$ cat config.mk
export PLATFORM = sky130hd
export DESIGN_NAME = sds_supervisor
export DESIGN_NICKNAME = d
export VERILOG_FILES = /design/src/common/sds_pkg.sv /design/src/common/sds_enc_if.sv /design/src/design/sds_multiturn.sv /design/src/design/sds_supervisor.sv
export SDC_FILE = /design/constraint.sdc
export NUM_CORES = 1
export LEC_CHECK = 0
export BUFFER_PORTS_ARGS = -buffer_cell sky130_fd_sc_hd__clkbuf_2
export CORE_MARGIN = 10
export CORE_UTILIZATION = 25
export DETAILED_ROUTE_END_ITERATION = 8
export GPL_TIMING_DRIVEN = 0
export REMOVE_ABC_BUFFERS = 1
export SETUP_SLACK_MARGIN = 0.3
export SYNTH_ARGS = -nofsm -noshare
export SYNTH_HDL_FRONTEND = slang
export SYNTH_SLANG_ARGS = --single-unit
$ cat constraint.sdc
create_clock -name clk_sys -period 2.6 [get_ports clk_sys]
set_input_delay 0.39 -clock clk_sys [delete_from_list [all_inputs] [get_ports clk_sys]]
set_output_delay 0.39 -clock clk_sys [all_outputs]
set_load 0.01 [all_outputs]
$ cat src/common/sds_pkg.sv
`default_nettype none
package sds_pkg;
  // clock and brake timing
  localparam int unsigned CLK_PERIOD_NS     = 40;
  localparam int unsigned BRAKE_STEP_NS     = 10_000_000;
  localparam int unsigned BRAKE_STEP_CYCLES = BRAKE_STEP_NS / CLK_PERIOD_NS;

  // field widths
  localparam int unsigned SPEED_W = 16;
  localparam int unsigned THR_W   = 8;
  localparam int unsigned LIMIT_W = 8;
  localparam int unsigned MODE_W  = 4;
  localparam int unsigned MT_W    = 16;
  localparam int unsigned CMD_W   = 32;

  // multiturn limits
  localparam logic signed [MT_W-1:0] MT_MAX   = 16'sh7FFF;
  localparam logic signed [MT_W-1:0] MT_MIN   = 16'sh8000;
  localparam logic signed [MT_W-1:0] MT_RESET = 16'sh0000;

  // power loss and encoder usage encodings
  localparam logic PLOSS_CONTINUE = 1'h0;
  localparam logic PLOSS_ALARM    = 1'h1;
  localparam logic ENC_ABSOLUTE   = 1'h0;
  localparam logic ENC_INCREMENT  = 1'h1;

  // control modes that take the analog speed reference
  localparam logic [MODE_W-1:0] MODE_SPEED   = 4'h0;
  localparam logic [MODE_W-1:0] MODE_ANA_4   = 4'h4;
  localparam logic [MODE_W-1:0] MODE_ANA_7   = 4'h7;
  localparam logic [MODE_W-1:0] MODE_ANA_9   = 4'h9;
  localparam logic [MODE_W-1:0] MODE_ANA_A   = 4'hA;

  typedef enum logic [1:0] {
    BRK_RELEASED = 2'h0,
    BRK_WAIT     = 2'h1,
    BRK_APPLIED  = 2'h2
  } sds_brake_e;

  function automatic logic sds_mode_is_analog(input logic [MODE_W-1:0] m);
    return (m == MODE_SPEED) || (m == MODE_ANA_4) || (m == MODE_ANA_7) ||
           (m == MODE_ANA_9) || (m == MODE_ANA_A);
  endfunction
endpackage
`default_nettype wire

$ cat src/common/sds_enc_if.sv
`default_nettype none
interface sds_enc_if;
  import sds_pkg::*;
  logic                   turnFwd;
  logic                   turnRev;
  logic                   setupAccept;
  logic                   batClear;
  logic                   batLowIn;
  logic                   batDeadIn;
  logic                   intFaultIn;
  logic                   absMode;
  logic signed [MT_W-1:0] count;
  logic                   almBatLow;
  logic                   almBatDead;
  logic                   almInternal;
  logic                   dataLost;

  modport sup (
    output turnFwd, turnRev, setupAccept, batClear, batLowIn, batDeadIn,
           intFaultIn, absMode,
    input  count, almBatLow, almBatDead, almInternal, dataLost
  );
  modport enc (
    input  turnFwd, turnRev, setupAccept, batClear, batLowIn, batDeadIn,
           intFaultIn, absMode,
    output count, almBatLow, almBatDead, almInternal, dataLost
  );
endinterface
`default_nettype wire

$ cat src/design/sds_multiturn.sv
`default_nettype none
module sds_multiturn (
  input  wire logic clk_sys,
  input  wire logic nrst,
  sds_enc_if.enc    enc
);
  import sds_pkg::*;

  typedef struct packed {
    logic signed [MT_W-1:0] count;
    logic                   almLow;
    logic                   almDead;
    logic                   almInt;
    logic                   lost;
  } sds_mt_s;

  sds_mt_s q, d;
  logic    absOn;

  // incremental use needs no battery, so battery alarms stay quiet
  // mode gating
  assign absOn = (enc.absMode == ENC_ABSOLUTE);

  always_comb begin
    d = q;
    if (enc.turnFwd && !enc.turnRev) begin
      d.count = (q.count == MT_MAX) ? MT_MIN : q.count + 16'sh0001;
    end else if (enc.turnRev && !enc.turnFwd) begin
      d.count = (q.count == MT_MIN) ? MT_MAX : q.count - 16'sh0001;
    end
    if (enc.setupAccept) begin
      d.count   = MT_RESET;
      d.almDead = 1'b0;
      d.lost    = 1'b0;
    end
    if (enc.batClear) begin
      d.almLow = 1'b0;
    end
    if (absOn && enc.batLowIn) begin
      d.almLow = 1'b1;
    end
    if (absOn && enc.batDeadIn) begin
      d.almDead = 1'b1;
      d.lost    = 1'b1;
    end
    if (enc.intFaultIn) begin
      d.almInt = 1'b1;
    end
  end

  always_ff @(posedge clk_sys or negedge nrst) begin
    if (!nrst) begin
      q <= '{count: MT_RESET, almLow: 1'b0, almDead: 1'b0,
             almInt: 1'b0, lost: 1'b0};
    end else begin
      q <= d;
    end
  end

  assign enc.count       = q.count;
  assign enc.almBatLow   = q.almLow;
  assign enc.almBatDead  = q.almDead;
  assign enc.almInternal = q.almInt;
  assign enc.dataLost    = q.lost;
endmodule
`default_nettype wire

$ cat src/design/sds_supervisor.sv
// Notes on behaviour
// - brake output high applies the holding brake, low releases it.
// - after servo off while running, brake when speed drops below threshold.
// - also apply brake when brake time limit passes, whichever comes first.
// - main power dip: select 0 keeps running, select 1 alarms and servo off.
// - multiturn count past +32767 forward becomes -32768.
// - multiturn count past -32768 reverse becomes +32767.
// - absolute position is readable; host reads it with servo off.
// - encoder usage 0 is absolute, 1 is incremental without battery.
// - encoder usage change applies only after a power cycle.
// - battery below about 3.1V raises battery-low alarm.
// - battery below about 2.5V raises battery-dead alarm, multiturn lost.
// - battery-low alarm clears only by battery alarm clear utility.
// - encoder setup accepted only with servo off.
// - encoder alarms ignore alarm reset; setup clears battery-dead and multiturn lost.
// - internal encoder alarms stay latched until power removal.
// - gain select low gives P control, high gives PI control.
// - analog speed reference used only in modes 0, 4, 7, 9, A.
// - speed command is reference times speed input gain while servo on in those modes, else zero.
// - any alarm except battery-low turns servo off at once, then brake timing starts.
`default_nettype none
module sds_supervisor #(
  parameter int unsigned BRAKE_STEP = sds_pkg::BRAKE_STEP_CYCLES
) (
  input  wire logic                           clk_sys,
  input  wire logic                           nrst,
  input  wire logic                           servoOnReq,
  input  wire logic                           alarmIn,
  input  wire logic                           alarmResetInputN,
  input  wire logic [sds_pkg::SPEED_W-1:0]    motorSpeed,
  input  wire logic [sds_pkg::THR_W-1:0]      brakeSpeedThreshold,
  input  wire logic [sds_pkg::LIMIT_W-1:0]    brakeTimeLimit,
  input  wire logic                           powerLossSelect,
  input  wire logic                           mainPowerDip,
  input  wire logic                           encoderUsageSelect,
  input  wire logic                           turnFwd,
  input  wire logic                           turnRev,
  input  wire logic                           batteryLowIn,
  input  wire logic                           batteryDeadIn,
  input  wire logic                           encoderFaultIn,
  input  wire logic                           encoderSetupUtility,
  input  wire logic                           batteryAlarmClearUtility,
  input  wire logic                           gainSelectInputN,
  input  wire logic [sds_pkg::MODE_W-1:0]     controlModeSelect,
  input  wire logic signed [sds_pkg::SPEED_W-1:0] speedRefIn,
  input  wire logic [sds_pkg::SPEED_W-1:0]    speedInputGain,
  output logic                                brakeInterlockOut,
  output logic                                servoActive,
  output logic                                powerLossAlarm,
  output logic                                batteryLowAlarm,
  output logic                                batteryDeadAlarm,
  output logic                                encoderInternalAlarm,
  output logic                                multiturnLost,
  output logic signed [sds_pkg::MT_W-1:0]     absolutePosition,
  output logic                                encoderAbsMode,
  output logic                                setupRefused,
  output logic                                proportionalMode,
  output logic                                analogRefUsed,
  output logic signed [sds_pkg::CMD_W-1:0]    speedCommand
);
  import sds_pkg::*;

  localparam int unsigned TICK_W = $clog2(BRAKE_STEP);

  if (BRAKE_STEP < 2) begin : g_chk
    $error("BRAKE_STEP must be at least 2");
  end

  typedef struct packed {
    sds_brake_e              brk;
    logic                    servoOn;
    logic                    almPower;
    logic [TICK_W-1:0]       tick;
    logic [LIMIT_W-1:0]      waitSteps;
    logic                    absMode;
    logic                    modeTaken;
    logic                    refused;
    logic                    pCtrl;
    logic                    anaUsed;
    logic signed [CMD_W-1:0] cmd;
    logic                    brakeOut;
  } sds_sup_s;

  sds_sup_s q, d;

  sds_enc_if encBus ();

  logic                    anyAlarm;
  logic                    slowEnough;
  logic                    timeUp;
  logic                    setupAccept;
  logic signed [CMD_W:0]   product;

  assign encBus.turnFwd     = turnFwd;
  assign encBus.turnRev     = turnRev;
  assign encBus.batClear    = batteryAlarmClearUtility;
  assign encBus.batLowIn    = batteryLowIn;
  assign encBus.batDeadIn   = batteryDeadIn;
  assign encBus.intFaultIn  = encoderFaultIn;
  assign encBus.absMode     = q.absMode;
  assign encBus.setupAccept = setupAccept;

  sds_multiturn u_multiturn (
    .clk_sys (clk_sys),
    .nrst    (nrst),
    .enc     (encBus.enc)
  );

  // battery low is a warning only and leaves the servo running
  assign anyAlarm = q.almPower | alarmIn | encBus.almBatDead |
                    encBus.almInternal;
  assign slowEnough = motorSpeed < SPEED_W'(brakeSpeedThreshold);
  assign timeUp     = q.waitSteps >= brakeTimeLimit;
  assign setupAccept = encoderSetupUtility && !q.servoOn;
  assign product = $signed(speedRefIn) * $signed({1'b0, speedInputGain});

  always_comb begin
    d         = q;
    d.refused = encoderSetupUtility && q.servoOn;
    if (!q.modeTaken) begin
      d.modeTaken = 1'b1;
      d.absMode   = encoderUsageSelect;
    end
    if (!alarmResetInputN) begin
      d.almPower = 1'b0;
    end
    if (mainPowerDip && powerLossSelect == PLOSS_ALARM) begin
      d.almPower = 1'b1;
    end
    d.servoOn = servoOnReq && !anyAlarm && q.modeTaken;
    case (q.brk)
      BRK_RELEASED: begin
        if (!d.servoOn) begin
          d.tick      = '0;
          d.waitSteps = '0;
          d.brk       = slowEnough ? BRK_APPLIED : BRK_WAIT;
        end
      end
      BRK_WAIT: begin
        if (d.servoOn) begin
          d.brk = BRK_RELEASED;
        end else if (slowEnough || timeUp) begin
          d.brk = BRK_APPLIED;
        end else if (q.tick == TICK_W'(BRAKE_STEP - 1)) begin
          d.tick      = '0;
          d.waitSteps = q.waitSteps + LIMIT_W'(1);
        end else begin
          d.tick = q.tick + TICK_W'(1);
        end
      end
      BRK_APPLIED: begin
        if (d.servoOn) begin
          d.brk = BRK_RELEASED;
        end
      end
      default: begin
        d.brk = BRK_APPLIED;
      end
    endcase
    d.brakeOut = (d.brk == BRK_APPLIED);
    d.pCtrl = !gainSelectInputN;
    d.anaUsed = sds_mode_is_analog(controlModeSelect);
    d.cmd = (d.anaUsed && q.servoOn) ? product[CMD_W-1:0] : '0;
  end

  // brake starts applied so a vertical axis holds through power-up
  always_ff @(posedge clk_sys or negedge nrst) begin
    if (!nrst) begin
      q <= '{brk: BRK_APPLIED, servoOn: 1'b0, almPower: 1'b0, tick: '0,
             waitSteps: '0, absMode: ENC_ABSOLUTE, modeTaken: 1'b0,
             refused: 1'b0, pCtrl: 1'b0, anaUsed: 1'b0, cmd: '0,
             brakeOut: 1'b1};
    end else begin
      q <= d;
    end
  end

  assign brakeInterlockOut    = q.brakeOut;
  assign servoActive          = q.servoOn;
  assign powerLossAlarm       = q.almPower;
  assign batteryLowAlarm      = encBus.almBatLow;
  assign batteryDeadAlarm     = encBus.almBatDead;
  assign encoderInternalAlarm = encBus.almInternal;
  assign multiturnLost        = encBus.dataLost;
  assign absolutePosition     = encBus.count;
  assign encoderAbsMode       = q.absMode;
  assign setupRefused         = q.refused;
  assign proportionalMode     = q.pCtrl;
  assign analogRefUsed        = q.anaUsed;
  assign speedCommand         = q.cmd;
endmodule
`default_nettype wire

* Word level (Yosys, flattened, before mapping)
Index checks and enable logic that the tools add are counted.
Storage, ports and cells: input port bits 84, output and inout bits 59, bits in read-only memories 0, bits in writable memories 0, latch bits 0, memories 0, register bits 87
Cells by class: eq/ne operators 15, magnitude comparators 2, reductions and logical operators 28, multiplexer cells 24, divide/modulo/power cells 0, add/subtract/negate cells 4, bitwise logic cells 4, shifts and indexed selects 0, multiply operators 1
Operators by type and width (count):
- $mux 16 | 5
- $mux 26 | 3
- $pmux 26 s2 | 1
- $eq 16x16->1 const B | 2
- $mul 16x17->32 | 1
- $mux 32 | 1
- $add 18x1->18 const B | 1
- $eq 18x18->1 const B | 1
- $mux 18 | 1
- $add 16x2->16 const B | 1
- $lt 16x8->1 | 1
- $sub 16x2->16 const B | 1
- $logic_and 1x1->1 | 10
- $mux 2 | 5
- $add 8x1->8 const B | 1
- $eq 4x3->1 const B | 2
- $eq 4x4->1 const B | 2
- $ge 8x8->1 | 1
- $mux 8 | 1
- $ne 2x2->1 const B | 4
- $mux 1 | 6
- $pmux 2 s3 | 1
- $reduce_bool 2->1 | 3
- $logic_not 1->1 | 5
- other kinds (11) | 18

* Longest topological paths before layout
depth in word-level cells 9, depth in mapped cells 23, mapped depth without buffers 21

* Cells and area by module
From an unflattened synthesis, not the netlist that was laid out.
Unflattened totals: cell total of the unflattened synthesis 1564, area, all modules 13743.2 µm²
Modules (own cells, without submodules):
- sds_supervisor | instances 1, cells an instance 1374, area an instance 12189.2 µm²
- sds_multiturn | instances 1, cells an instance 190, area an instance 1554.0 µm²

* Worst setup path after synthesis
OpenSTA, ideal clock, no wires.
path kind input -> register, start input port speedRefIn[9] (netlist name), end register q (netlist bit speedCommand[25]), cell stages on the path 22, setup time 0.132 ns, required time 2.468 ns, arrival 5.631 ns, setup slack -3.163 ns, cells stage by stage clkbuf_1 -> nand2_1 -> fa_1 -> inv_1 -> fa_1 -> inv_1 -> fa_1 -> inv_1 -> fa_1 -> fa_1 -> inv_1 -> fa_1 -> inv_1 -> ha_1 -> and4_1 -> o2111a_1 -> a31oi_1 -> a21oi_1 -> nor2_1 -> o311ai_0 -> xnor2_1 -> nor2_1
RTL lines:
- start: declaration | RTL line sds_supervisor.sv:45 | input wire logic signed [sds_pkg::SPEED_W-1:0] speedRefIn,
- end signal: assignment | RTL line sds_supervisor.sv:169 | q <= '{brk: BRK_APPLIED, servoOn: 1'b0, almPower: 1'b0, tick: '0,
- end: declaration | RTL line sds_supervisor.sv:84 | sds_sup_s q, d;

==> reports/qor.tcl <==
set qor(crit_type) {in -> reg}
set qor(tritoncts_num_sinks) 87
set qor(crit_required_ps) 2800
set qor(crit-reg2reg-launch) {q[38]}
set qor(synth_warnings) 0
set qor(postSynthAreaPerCell_sq_um) 8.74
set qor(timing.critical_path.cells) {clkbuf_16 -> and2_4 -> fa_1 -> inv_1 -> fa_1 -> fa_2 -> inv_2 -> fa_1 -> fa_1 -> inv_2 -> fa_1 -> inv_2 -> ha_4 -> and4_4 -> o2111a_1 -> a31oi_4 -> a21oi_4 -> nor2_4 -> o311ai_2 -> xnor2_1 -> nor2_1}
set qor(die_area_sq_um) 64700
set qor(port_buffers) 142
set qor(cts-root-to-sink-buffers) 2
set qor(pin_count_of_the_biggest_net_entering_global_routing) 54
set qor(antenna-diode-count) 0
set qor(finalSetupViolations) 27
set qor(post_route_cells_drive_above_1_share_pct) 25.4
set qor(most_common_library_cell_in_the_layout_ignoring_fill_and_taps) {inv_1}
set qor(violated_checks) {negative setup slack}
set qor(grt_use_total_pct) 11.4
set qor(finalWorstPathRequiredPeriod_ps) 5400
set qor(clock-root-buffer) {clkbuf_16}
set qor(synth_area_leader_cell) {fa_1}
set qor(die_h_um) 254
set qor(ir_worst_vdd_uv) 2290
set qor(finClkSkew_ps) 8.29
set qor(timing.hold.ws_ps) 14.6
set qor(worst_path_dominant_cell_family) {adder cells}
set qor(routed_length_per_placed_instance_um) 15.5
set qor(postRouteAntennaNets) 0
set qor(cts_htree_levels) 3
set qor(ys_seq_elements) 87
set qor(r2r.worst_path.cells) 11
set qor(hpwl_um) 28600
set qor(hold_buffers) 0
set qor(start_util_pct) 25.4
set qor(hold_class) {in -> async}
set qor(timing_max_transition_violations_final) 0
set qor(power_per_cell_area_nw_per_um2) 1400
set qor(placed_area_sq_um) 14800
set qor(place_congestion) 0.857
set qor(antenna_violations_before_repair) 0
set qor(synth_cells) 1572
set qor(die_width_um) 254
set qor(nets) 2104
set qor(most-common-layout-cells) {inv_1 (254), fa_1 (188), nand2_1 (170), clkbuf_2 (110), ha_1 (101)}
set qor(floorplan.io_pins) 143
set qor(regToRegEndpoint) {q[45]}
set qor(floorplan.core_area_sq_um) 54100
set qor(final.setup.worst_slack_ps) -2800
set qor(vias_per_cell) 4.68
set qor(synthToLayoutAreaGrowth_pct) 25.4
set qor(cp.arrival_ps) 5600
set qor(synthDistinctLibCells) 76
set qor(grt_first_pass_wirelength_um) 60400
set qor(cts_tree) {yes}
set qor(critPathLaunchType) {primary input}
set qor(top_cells_by_area_synth) {fa_1 (28%), dfrtp_1 (15%), ha_1 (12%)}
set qor(cp_slowest_stage_delay_ps) 560
set qor(clock_latency_ps) 370
set qor(fin_crit_sh_pct) 208
set qor(grt_remaining_overflow) 0
set qor(synth_top_area_share_pct) 28.3
set qor(slew_headroom_pct) 14.9
set qor(run_status) {complete, but fails checks}
set qor(via_count_of_the_first_global_routing_pass) 11700
set qor(totalPowerFinal_uw) 24200
set qor(crit_path_max_fanout) 8
set qor(achievable-frequency_mhz) 185
set qor(post-route-cell-area_sq_um) 17200
set qor(setup_repair_after_global_routing_missed_its_margin) {yes}
set qor(worst-path-buf-inv) 5
set qor(cell_at_the_slowest_stage_of_the_critical_path) {fa_1}
set qor(synth_ff_type) {dfrtp_1}
set qor(ys_seq_area_share_pct) 15.9
set qor(route.vias.total) 11200
set qor(max_slew.worst_pin.slew_ps) 1270
set qor(netlist_area_sq_um) 13700
set qor(critical-path-top-cell-by-count) {fa_1}
set qor(synth-edff-count) 0
set qor(final_hold_fails) 0
set qor(detail_route.wirelength_um) 37100
set qor(end_kind) {register}
set qor(drtPass1Iterations) 5
set qor(post_detailed_route_drc_marker_count) 0
set qor(rows) 85
set qor(power.leakage_uw) 0.00825
set qor(worst_setup_hold_path_clk_slew_ps) 70
set qor(regToRegSetupSlack_ps) 110
set qor(cap_viol_max_count) 0
set qor(ffs_w_async_s_r_synth_pct) 100
set qor(numCtsBuffers) 9
set qor(drt_first_iter_violations) 584
==> cell usage after synthesis (all sizes together) (8+ instances only) <==
cell    count
a21o       21
a21oi      45
a31oi      11
and2      122
and3       21
buf        41
clkbuf     55
dfrtp      85
fa        194
ha        137
inv       271
nand2     177
nand2b     24
nand3      25
nand4       8
nor2       83
nor2b       8
nor3       16
o21ai      85
o31ai      13
or3         9
xnor2      20
xor2       12
==> how the worst max path moves through the flow <==
stage	endpoint	cells past startpoint	from	slack, ps
4_1_cts	speedCommand[28]	21	speedInputGain[5]	-2790
2_1_floorplan	speedCommand[28]	20	speedRefIn[6]	-2970
6_report	speedCommand[25]	21	speedInputGain[8]	-2800
3_3_place_gp	speedCommand[25]	22	speedInputGain[5]	-4100
3_5_place_dp	speedCommand[25]	21	speedInputGain[8]	-4150
5_1_grt	speedCommand[28]	21	speedInputGain[5]	-2950
==> cell families after synthesis <==
logic type / share of synthesized area [%]
XOR/XNOR: 2.04
AO/OA/AOI/OAI: 10.8
buffers and inverters: 11.1
other: 0.0273
flip-flops: 15.9
AND/OR/NAND/NOR: 19.4
adder cells (fa/ha/maj): 40.7
multiplexers: 0.0820
==> final cells by class <==
cell class,instances,area [sq um]
fillers,5553,36900
multi-input cells,1123,11200
flip-flops and latches,87,2190
repair buffers,197,1660
inverters,271,1020
well taps,696,871
clock buffers,9,225
clock inverters,7,61.3
==> flip-flops by register name, indices dropped and copies added, names as in the netlist <==
signal,flops
analogRefUsed,1
brakeInterlockOut,1
encoderAbsMode,1
powerLossAlarm,1
proportionalMode,1
q,29
servoActive,1
setupRefused,1
speedCommand,32
u_multiturn.enc.almBatDead,1
u_multiturn.enc.almBatLow,1
u_multiturn.enc.almInternal,1
u_multiturn.enc.count,16
==> metal layers <==
metal / up-vias / global-route usage (%) / part of all wire (%)
met5: - / 0 / 0
met4: 0 / 2.22 / 1.2
met3: 28 / 2.16 / 4.2
met2: 193 / 19.4 / 50
met1: 5748 / 15.0 / 45
li1: 5216 / - / -
==> stage by stage <==
step	setup WS, ps	util, %	std cells	setup TNS (ps)
finish	-2800	31.8	2390	-61340
global route	-2950	31.8	2390	-65330
CTS	-2790	30.7	2369	-61610
detailed placement	-4150	27.4	2315	-100040
global placement	-4100	27.4	2314	-102210
floorplan	-2970	-	1476	-65530
==> worst register-to-register path: stages (launching register included) <==
cell      delay [ps]
dfrtp_2          430
inv_2             70
ha_4             190
nand2b_4         130
a21o_1           160
a21oi_2          130
o21ai_2           80
o41ai_4          310
buf_6            170
nand4_4          120
or4_4            480
a21oi_2          160
==> power by group <==
group          internal, uW  switching [uW]
logic                  9710           11600
clock network           671             654
registers              1430             122
==> what timing repair did <==
item | CTS | global route
endpoints found under the setup margin | 71 | 70
gates cloned | 3 | 2
setup buffers | 35 | 19
pin swaps | 107 | 76
gates resized for setup | 262 | 110
(Power assumes the default switching activity.)
